File: src/verilog/lcm_map.svh
// Offsets, field positions and reset values for the legacy mode gating block.
// Assumes inclusion by bare name from the package and the design module.
`ifndef LCM_MAP_SVH
`define LCM_MAP_SVH

// ----------------------------------------
// Register offsets
// ----------------------------------------
`define LCM_REG_MODE      8'h00
`define LCM_REG_FEAT_REQ  8'h01
`define LCM_REG_FEAT_EFF  8'h02

// ----------------------------------------
// Field positions
// ----------------------------------------
`define LCM_MODE_COMPAT   0
`define LCM_MODE_LATCHED  1
`define LCM_FEAT_USART1   0
`define LCM_FEAT_TIMER3   1
`define LCM_FEAT_OCRC     2
`define LCM_FEAT_TWI      3
`define LCM_FEAT_BOOT     4
`define LCM_FEAT_WIDTH    5
`define LCM_FEAT_RESET    5'h1F

// ----------------------------------------
// Data space map
// ----------------------------------------
`define LCM_IO_COUNT      16'h0040
`define LCM_DS_IO_BASE    16'h0020
`define LCM_EXT_IO_BASE   16'h0060
`define LCM_EXT_IO_LAST   16'h00FF
`define LCM_RAM_BASE_NEW  16'h0100
`define LCM_RAM_BASE_OLD  16'h0060

// ----------------------------------------
// Gating values
// ----------------------------------------
`define LCM_BAUD_LOW_MASK 12'h0FF
`define LCM_RSTF_KEEP     5'h03
`define LCM_SENSE_LEVEL   8'h00
`define LCM_PORTC_ALL_OUT 8'hFF
`define LCM_PORTF_ALL_IN  8'h00
`define LCM_RXBUF_NATIVE  2'h2
`define LCM_RXBUF_COMPAT  2'h1

`endif

File: src/verilog/lcm_pkg.sv
// Types shared by the legacy mode gating block.
// Assumes lcm_map.svh is on the include path.
package lcm_pkg;

    `include "lcm_map.svh"

    // ----------------------------------------
    // Mode latch states
    // ----------------------------------------
    typedef enum logic [1:0] {
        LCM_ST_WAIT   = 2'b00,
        LCM_ST_NATIVE = 2'b01,
        LCM_ST_COMPAT = 2'b10
    } lcm_mode_t;

    // ----------------------------------------
    // CPU data access and its decode
    // ----------------------------------------
    typedef struct packed {
        logic [15:0] addr;
        logic        rd;
        logic        wr;
        logic        io_instr;
    } lcm_acc_t;

    typedef struct packed {
        logic        io;
        logic        ext_io;
        logic        ram;
        logic [5:0]  io_addr;
        logic [15:0] ram_off;
    } lcm_sel_t;

    // ----------------------------------------
    // Peripheral requests and gated controls
    // ----------------------------------------
    typedef struct packed {
        logic        usart_sync;
        logic [11:0] baud_div;
        logic [7:0]  portc_dir;
        logic [7:0]  portf_dir;
        logic        portg_gpio;
        logic [7:0]  int_sense;
        logic        trim_wr;
        logic        wdt_chg;
        logic        wdt_unlock;
        logic [4:0]  rst_cause;
        logic        ws_split;
        logic [2:0]  xmem_release;
    } lcm_req_t;

    typedef struct packed {
        logic        usart_sync;
        logic [11:0] baud_div;
        logic [7:0]  portc_dir;
        logic        portc_in_en;
        logic [7:0]  portf_dir;
        logic        portg_gpio;
        logic [7:0]  int_sense;
        logic        trim_wr;
        logic        wdt_chg;
        logic [4:0]  mcu_control_status_reg;
        logic        ws_split;
        logic [2:0]  xmem_release;
        logic [1:0]  rx_buf_depth;
        logic        ext_vectors;
    } lcm_ctl_t;

    typedef struct packed {
        logic usart1;
        logic timer3;
        logic ocr_c;
        logic twi;
        logic boot;
        logic ext_io;
    } lcm_unit_en_t;

endpackage : lcm_pkg

File: src/verilog/lcm_gate.sv
// Legacy compatibility mode gating: latches the fuse, decodes data space,
// and masks newer features when the old layout is selected.
// Assumes peripherals apply the gated controls and the fuse is static.
//
// Functional notes
// Extended I/O occupies data addresses 0x60 to 0xFF.
// The 64 legacy I/O locations keep their old addresses.
// Extended I/O answers only load/store, never short I/O instructions.
// Compat mode disables extended I/O and puts RAM at old addresses.
// Compat mode drops extended interrupt vectors.
// Compat: one USART, async only, low eight baud bits.
// Compat: one 16-bit timer with two compare registers.
// Compat: two-wire interface unavailable.
// Compat: port C output only.
// Compat: port G alternate functions only.
// Compat: port F digital input only.
// Compat: boot loader disabled.
// Compat: oscillator trim writes blocked.
// Compat: no address pin release, no split wait states.
// Compat: only external and power-on reset flags exist.
// Compat: watchdog time-out change needs no timed sequence.
// Compat: external interrupts 3..0 level sensed only.
// Compat: receiver has no FIFO, so overrun comes earlier.
// Software writes zero to bits the old device left unused.
// Fuse latched at reset release, then held static.
`timescale 1ns/1ps

module lcm_gate
    import lcm_pkg::*;
(
    // Clock and reset
    input  wire logic         mclk,
    input  wire logic         rstn,
    // Fuse, high when programmed
    input  wire logic         legacy_compat_fuse,
    // Register port
    input  wire logic [7:0]   reg_addr,
    input  wire logic [7:0]   reg_wdata,
    input  wire logic         reg_wr,
    input  wire logic         reg_rd,
    output logic      [7:0]   reg_rdata,
    // CPU data access
    input  wire lcm_acc_t     cpu_acc,
    output lcm_sel_t          cpu_sel,
    // Peripheral controls
    input  wire lcm_req_t     periph_req,
    output lcm_ctl_t          periph_ctl,
    output lcm_unit_en_t      unit_en
);

    `include "lcm_map.svh"

    // ----------------------------------------
    // Mode latch
    // ----------------------------------------
    lcm_mode_t                    mode;
    logic                         compat;
    logic [`LCM_FEAT_WIDTH-1:0]   feat_req;
    logic [`LCM_FEAT_WIDTH-1:0]   feat_eff;
    lcm_sel_t                     next_sel;

    // Reset value is a constant; the fuse is sampled on the first edge after release.
    // latch fuse once
    always_ff @(posedge mclk or negedge rstn) begin
        if (!rstn) begin
            mode <= LCM_ST_WAIT;
        end else begin
            unique case (mode)
                LCM_ST_WAIT: begin
                    mode <= legacy_compat_fuse ? LCM_ST_COMPAT : LCM_ST_NATIVE;
                end
                LCM_ST_NATIVE: begin
                    mode <= LCM_ST_NATIVE;
                end
                LCM_ST_COMPAT: begin
                    mode <= LCM_ST_COMPAT;
                end
                default: begin
                    mode <= LCM_ST_WAIT;
                end
            endcase
        end
    end

    // Until the fuse is caught, behave as the old part: safest default.
    assign compat = (mode != LCM_ST_NATIVE);

    // ----------------------------------------
    // Data space decode
    // ----------------------------------------
    function automatic lcm_sel_t decode(input lcm_acc_t acc, input logic old_map);
        lcm_sel_t   s;
        logic [15:0] ram_base;
        s        = '0;
        ram_base = old_map ? `LCM_RAM_BASE_OLD : `LCM_RAM_BASE_NEW;
        if (acc.rd || acc.wr) begin
            if (acc.io_instr) begin
                // short I/O stays below 64
                // direct legacy I/O index
                if (acc.addr < `LCM_IO_COUNT) begin
                    s.io      = 1'b1;
                    s.io_addr = acc.addr[5:0];
                end
            end else if (acc.addr >= `LCM_DS_IO_BASE &&
                         acc.addr < `LCM_DS_IO_BASE + `LCM_IO_COUNT) begin
                // same I/O through data space
                s.io      = 1'b1;
                s.io_addr = 6'(acc.addr - `LCM_DS_IO_BASE);
            end else if (!old_map && acc.addr >= `LCM_EXT_IO_BASE &&
                         acc.addr <= `LCM_EXT_IO_LAST) begin
                // extended I/O window
                s.ext_io = 1'b1;
            end else if (acc.addr >= ram_base) begin
                // RAM base follows mode
                s.ram     = 1'b1;
                s.ram_off = acc.addr - ram_base;
            end
        end
        return s;
    endfunction : decode

    assign next_sel = decode(cpu_acc, compat);

    always_ff @(posedge mclk or negedge rstn) begin
        if (!rstn) begin
            cpu_sel <= '0;
        end else begin
            cpu_sel <= next_sel;
        end
    end

    // ----------------------------------------
    // Feature request register
    // ----------------------------------------
    // Unused upper data bits are ignored; software is expected to keep them zero.
    // upper bits ignored
    always_ff @(posedge mclk or negedge rstn) begin
        if (!rstn) begin
            feat_req <= `LCM_FEAT_RESET;
        end else if (reg_wr && reg_addr == `LCM_REG_FEAT_REQ) begin
            feat_req <= reg_wdata[`LCM_FEAT_WIDTH-1:0];
        end
    end

    // second timer and third compare gone
    // two-wire off
    // boot loader off
    // second USART off
    assign feat_eff = compat ? '0 : feat_req;

    // ----------------------------------------
    // Unit enables
    // ----------------------------------------
    always_ff @(posedge mclk or negedge rstn) begin
        if (!rstn) begin
            unit_en <= '0;
        end else begin
            unit_en.usart1 <= feat_eff[`LCM_FEAT_USART1];
            unit_en.timer3 <= feat_eff[`LCM_FEAT_TIMER3];
            unit_en.ocr_c  <= feat_eff[`LCM_FEAT_OCRC];
            unit_en.twi    <= feat_eff[`LCM_FEAT_TWI];
            unit_en.boot   <= feat_eff[`LCM_FEAT_BOOT];
            // extended functions idle
            unit_en.ext_io <= !compat;
        end
    end

    // ----------------------------------------
    // USART and interrupt gating
    // ----------------------------------------
    always_ff @(posedge mclk or negedge rstn) begin
        if (!rstn) begin
            periph_ctl.usart_sync   <= 1'b0;
            periph_ctl.baud_div     <= '0;
            periph_ctl.rx_buf_depth <= `LCM_RXBUF_COMPAT;
            periph_ctl.ext_vectors  <= 1'b0;
            periph_ctl.int_sense    <= `LCM_SENSE_LEVEL;
        end else begin
            // async only, low baud bits
            periph_ctl.usart_sync   <= compat ? 1'b0 : periph_req.usart_sync;
            periph_ctl.baud_div     <= compat ? (periph_req.baud_div & `LCM_BAUD_LOW_MASK)
                                              : periph_req.baud_div;
            // single receive buffer
            periph_ctl.rx_buf_depth <= compat ? `LCM_RXBUF_COMPAT : `LCM_RXBUF_NATIVE;
            // old vector table
            periph_ctl.ext_vectors  <= !compat;
            // level sense only
            periph_ctl.int_sense    <= compat ? `LCM_SENSE_LEVEL : periph_req.int_sense;
        end
    end

    // ----------------------------------------
    // Port gating
    // ----------------------------------------
    // Port C drives out as soon as reset ends in compat mode, since the old
    // part had no input stage there.
    always_ff @(posedge mclk or negedge rstn) begin
        if (!rstn) begin
            periph_ctl.portc_dir   <= '0;
            periph_ctl.portc_in_en <= 1'b0;
            periph_ctl.portf_dir   <= '0;
            periph_ctl.portg_gpio  <= 1'b0;
        end else begin
            // port C output only
            periph_ctl.portc_dir   <= compat ? `LCM_PORTC_ALL_OUT : periph_req.portc_dir;
            periph_ctl.portc_in_en <= !compat;
            // port F input only
            periph_ctl.portf_dir   <= compat ? `LCM_PORTF_ALL_IN : periph_req.portf_dir;
            // port G alternate only
            periph_ctl.portg_gpio  <= compat ? 1'b0 : periph_req.portg_gpio;
        end
    end

    // ----------------------------------------
    // System control gating
    // ----------------------------------------
    always_ff @(posedge mclk or negedge rstn) begin
        if (!rstn) begin
            periph_ctl.trim_wr                <= 1'b0;
            periph_ctl.wdt_chg                <= 1'b0;
            periph_ctl.mcu_control_status_reg <= '0;
            periph_ctl.ws_split               <= 1'b0;
            periph_ctl.xmem_release           <= '0;
        end else begin
            // trim write blocked
            periph_ctl.trim_wr <= compat ? 1'b0 : periph_req.trim_wr;
            // no timed unlock
            periph_ctl.wdt_chg <= periph_req.wdt_chg && (compat || periph_req.wdt_unlock);
            // only reset pin and power-on flags
            periph_ctl.mcu_control_status_reg <= compat
                ? (periph_req.rst_cause & `LCM_RSTF_KEEP) : periph_req.rst_cause;
            // no pin release, one wait state set
            periph_ctl.ws_split     <= compat ? 1'b0 : periph_req.ws_split;
            periph_ctl.xmem_release <= compat ? 3'h0 : periph_req.xmem_release;
        end
    end

    // ----------------------------------------
    // Register read port
    // ----------------------------------------
    always_ff @(posedge mclk or negedge rstn) begin
        if (!rstn) begin
            reg_rdata <= 8'h00;
        end else if (reg_rd) begin
            unique case (reg_addr)
                `LCM_REG_MODE: begin
                    reg_rdata <= {6'h00, (mode != LCM_ST_WAIT), compat};
                end
                `LCM_REG_FEAT_REQ: begin
                    reg_rdata <= {3'h0, feat_req};
                end
                `LCM_REG_FEAT_EFF: begin
                    reg_rdata <= {3'h0, feat_eff};
                end
                default: begin
                    reg_rdata <= 8'h00;
                end
            endcase
        end else begin
            reg_rdata <= 8'h00;
        end
    end

endmodule : lcm_gate

File: config.mk
export PLATFORM = sky130hd
export DESIGN_NAME = lcm_gate
export DESIGN_NICKNAME = d
export VERILOG_FILES = /design/src/verilog/lcm_pkg.sv /design/src/verilog/lcm_gate.sv
export VERILOG_INCLUDE_DIRS = /design/src /design/src/verilog
export SDC_FILE = /design/constraint.sdc
export NUM_CORES = 1
export LEC_CHECK = 0
export BUFFER_PORTS_ARGS = -buffer_cell sky130_fd_sc_hd__buf_4
export CAP_MARGIN = 15
export CORE_MARGIN = 2
export CORE_UTILIZATION = 45
export CTS_BUF_LIST = sky130_fd_sc_hd__clkbuf_8
export CTS_CLUSTER_DIAMETER = 50
export CTS_CLUSTER_SIZE = 28
export DETAILED_ROUTE_END_ITERATION = 16
export PLACE_DENSITY = 0.86
export SLEW_MARGIN = 40
export SYNTH_ARGS = -nofsm -noshare
export SYNTH_HDL_FRONTEND = slang
export SYNTH_SLANG_ARGS = --single-unit
File: constraint.sdc
create_clock -name mclk -period 6.5 [get_ports mclk]
set_clock_uncertainty 0.05 [all_clocks]
set_input_delay 0 -clock mclk [delete_from_list [all_inputs] [get_ports mclk]]
set_output_delay 0 -clock mclk [all_outputs]
set_load 0.02 [all_outputs]
After elaboration in Yosys (flattened, before gate mapping)
Index checks and enable logic that the tools add are counted.

storage, ports and cells
  register bits = 97
  bits of input ports = 90
  output and inout bits = 92
  word-level logic and storage cells = 83

operators by class
  $add $sub $neg = 2
  order comparisons = 6
  eq/ne operators = 5
  mux-type cells = 33
  reductions and logical operators = 11

operator list
  operator               number
  $mux W16               4
  $lt A16 B7 Y1 const B  2
  $mux W8                4
  $mux W25               1
  $mux W6                3
  $ge A16 B6 Y1 const B  1
  $ge A16 B7 Y1 const B  1
  $ge A16 B9 Y1          1
  $le A16 B8 Y1 const B  1
  $sub A16 B9 Y16        1
  $pmux W5 S3            1
  $mux W12               1
  $mux W1                10
  $mux W5                2
  $mux W9                1
  $eq A8 B1 Y1 const B   1
  $eq A8 B2 Y1 const B   1
  $logic_not A8 Y1       1
  $mux W2                4
  $pmux W2 S3            1
  $sub A6 B6 Y6 const B  1
  $logic_and A1 B1 Y1    5
  $mux W3                1
  $eq A2 B1 Y1 const B   1
  6 further kinds        7

Depth between registers and ports, before layout
  depth after elaboration = 8
  depth in mapped cells = 11
  depth with buffers taken out = 9

Least setup slack after synthesis
Ideal clock, no wire load.

  path type = flip-flop to flip-flop
  from = register mode[1]
  to = register cpu_sel[0] (netlist bit)
  setup time = 0.066 ns
  arrival = 2.289 ns
  required time = 6.384 ns
  slack = 4.096 ns
  stages on the path, launching flop included = 12
  path buffers = 2
  period minus slack after synthesis = 2.404 ns
  cell sequence = dfrtp_1 -> and2b_1 -> buf_4 -> clkbuf_1 -> inv_1 -> ha_1 -> nand2b_1 -> a21oi_1 -> o21ai_0 -> a31o_4 -> inv_4 -> and2_1

RTL lines
  what                      line             source
  start: declaration        lcm_gate.sv:56   lcm_mode_t mode;
  start signal: assignment  lcm_gate.sv:70   mode <= legacy_compat_fuse ? LCM_ST_COMPAT : LCM_ST_NATIVE;
  end signal: assignment    lcm_gate.sv:128  cpu_sel <= next_sel;
  end: declaration          lcm_gate.sv:44   output lcm_sel_t cpu_sel,

==> impl_metrics.toml <==
[drt]
dr.pass1.iters = 4
drtIter0Drc = 79
antenna_left = 0
wl_per_cell_um = 15.7
wl_um = 9980
vias_per_cell = 4.69
vias = 2981
drc = 0

[grt]
grt_max_degree = 90
grt_pass1_wl_um = 15400
antenna_found_initial = 0
grt_pass1_vias = 3102
grt_overflow = 0
grt.total_usage_pct = 23.8

[timing]
setup_tns_ps = 0
max_freq_ghz = 0.320
max_slew_margin_pct = 54.2
fin_ws_ps = 3370
fin_crit_ps = 3130
hold_violations = 0
drv_slew = 0
max_slew.worst_pin.slew_ps = 687
post-route-period-util_pct = 48.1
setup_viol = 0
rsz0062_at_grt = "false"

[placed_design]
place.gp.congestion = 0.786
dp.cells = 539
pre_cts_slack_ps = 3810
portBuffers = 175
hpwl_um = 6050

[synth]
yosysUniqueCellTypes = 43
synthCells = 270
synth-main-ff-cell = "dfrtp_1"
muxShareOfSynthArea_pct = 1.62
avgSynthCellArea_um2 = 12.9
ys_seq_area_share_pct = 67.0
ys_ff_latch = 93
synth-adder-area-share_pct = 1.62
async_flop_share_pct = 100
yosysWarnings = 0
synth_edf_count = 0
synth_xor_area_share_pct = 2.01
synth.cell_area_mm2 = 0.00348
synth_simple_gate_area_share_pct = 20.1
synth_top_family_by_area = "simple AND/OR/NAND/NOR gates"
synth_compound_area_share_pct = 4.35

[flow_run]
max-cap-violations = 0

[power]
powerDensity_mw_per_mm2 = 307
vdd_drop_max_uv = 184
p_leak_nw = 2.88

[cells_and_area]
final-seq-area_mm2 = 0.00233
area_growth_pct = 68.5
antenna_cells = 0
multi_input_area_mm2 = 0.00104
fillerInstances = 469
fin_util_pct = 77.1
drive_gt1_share_pct = 40.8
fin_nets = 622
final_cells = 636
final_cell_mix = "176 x buf_4, 87 x dfrtp_1, 81 x dlygate4sd3_1"
final_common_cell = "buf_4"

[setup_path]
required_ps = 6680
arrival_ps = 3310
criticalPathCategory = "flop to flop"
end_kind = "flop"
cpPeakStageDelay_ps = 560
worst-path-max-fanout = 48
worstSetupStartpointType = "flop"
critical-path-slowest-cell = "dlygate4sd3_1"
path_cells = "and2b_1, buf_4, inv_1, ha_1, fa_1, nand2b_1, maj3_2, nor3_1, xnor2_1, dlygate4sd3_1, nor2_1"
cp_num_buf_inv = 3
path_delay_family = "buffers and inverters"

[cts]
clock_sinks = 93
clock_latency_ps = 340
tritoncts = "done"
htreeDepth = 3
cts-root-buf = "clkbuf_8"
cts.reportedPaths.clkPinSlew_ps = 90
cts_buffers = 9
clock_path_buffers = 2

[floorplan]
die_h_um = 92.0
start_util_pct = 45.8
io_pins = 182
fp.coreArea_mm2 = 0.00761
die_area_mm2 = 0.00846
die_x_um = 92.0
core.rowCount = 32

[status]
status = "completed"

[worst_hold_path]
hold_class = "input port to flop"
-- flip-flops by register name, summed over array words and instances (netlist names) --
| name | cells |
|---|---|
| cpu_sel | 25 |
| feat_req | 5 |
| mode | 2 |
| periph_ctl | 51 |
| reg_rdata | 5 |
| unit_en | 5 |
-- tightest hold or removal path: cells and delay by family --
kind / cells / cell delay (ps)
simple gates: 4 / 300
buf+inv: 1 / 80
-- final timing paths --
check	from	to	slack, ps	depth (start not counted)
min reg2reg	mode[0]	mode[1]	430	1
min in group asynchronous	rstn	cpu_sel[2]	300	3
max in group asynchronous	rstn	mode[1]	5610	3
min	reg_addr[5]	reg_rdata[3]	20	5
max reg2reg	mode[1]	cpu_sel[11]	3370	11
max	mode[1]	cpu_sel[11]	3370	11
-- layer usage --
layer	up-vias	GRT usage [%]	part of all wire, %
met2	118	45.8	56
met4	0	6.59	1.6
met3	16	5.34	5.5
li1	1383	-	-
met1	1464	26.1	37
met5	-	0	0
-- through the flow --
| step | power [mW] | instance area (um2) | hold slack [ps] |
|---|---|---|---|
| 2_1_floorplan | 1.12 | 3490 | -346 |
| 3_3_place_gp | 1.39 | 4870 | -253 |
| 3_5_place_dp | 1.41 | 4880 | -247 |
| 4_1_cts | 1.80 | 5860 | 1.16 |
| 5_1_grt | 1.90 | 5870 | 17.8 |
| 6_report | 1.80 | 5870 | 18.3 |
-- synth_stat cells (2+ instances only) --
master,count,share of area [%]
o21a_1,2,0.43
or4_1,2,0.43
nor2_1,27,2.9
xnor2_1,7,1.8
nor2b_1,3,0.54
mux2_2,5,1.6
nand2b_1,10,1.8
inv_4,2,0.36
inv_1,7,0.75
nand3_1,3,0.43
and2_1,43,7.7
buf_4,7,1.5
nor3_1,9,1.3
dfrtp_1,87,63
nand2_1,4,0.43
dfstp_2,6,4.5
o22ai_1,2,0.36
or2_2,3,0.54
a21oi_1,7,1.0
ha_1,2,0.72
o21ai_0,4,0.57
clkbuf_1,5,0.54
or3_1,2,0.36
and3_1,2,0.36
-- logic make-up (layout without fill, tap and decap cells) --
group / after synthesis / count (layout)
adder cells (fa/ha/maj): 4 / 4
buffers and inverters: 21 / 283
AO/OA/AOI/OAI: 20 / 20
flip-flops: 93 / 93
other: 1 / 3
multiplexers: 5 / 5
AND/OR/NAND/NOR: 118 / 118
XOR/XNOR: 8 / 8
-- final cells by class --
type | count | share of cell area (%)
flip-flops and latches | 93 | 39.8
repair buffers | 258 | 36.6
multi-input cells | 158 | 17.8
well taps | 102 | 2.18
clock buffers | 9 | 2.11
clock inverters | 7 | 0.853
inverters | 9 | 0.661
-- report_power, final --
part | leakage (nW) | internal, mW | switching (mW) | total [mW]
combinational | 1.62 | 0.310 | 0.405 | 0.715
clock | 0.0874 | 0.141 | 0.201 | 0.342
sequential | 1.17 | 0.696 | 0.0501 | 0.746
total | 2.88 | 1.15 | 0.657 | 1.80
-- timing repair --
action	CTS	global route
hold buffers	81	0
resized for setup	0	0
setup buffers	0	0
endpoints found under the hold margin	167	0
Note: power is estimated with default switching activity, not from simulation.
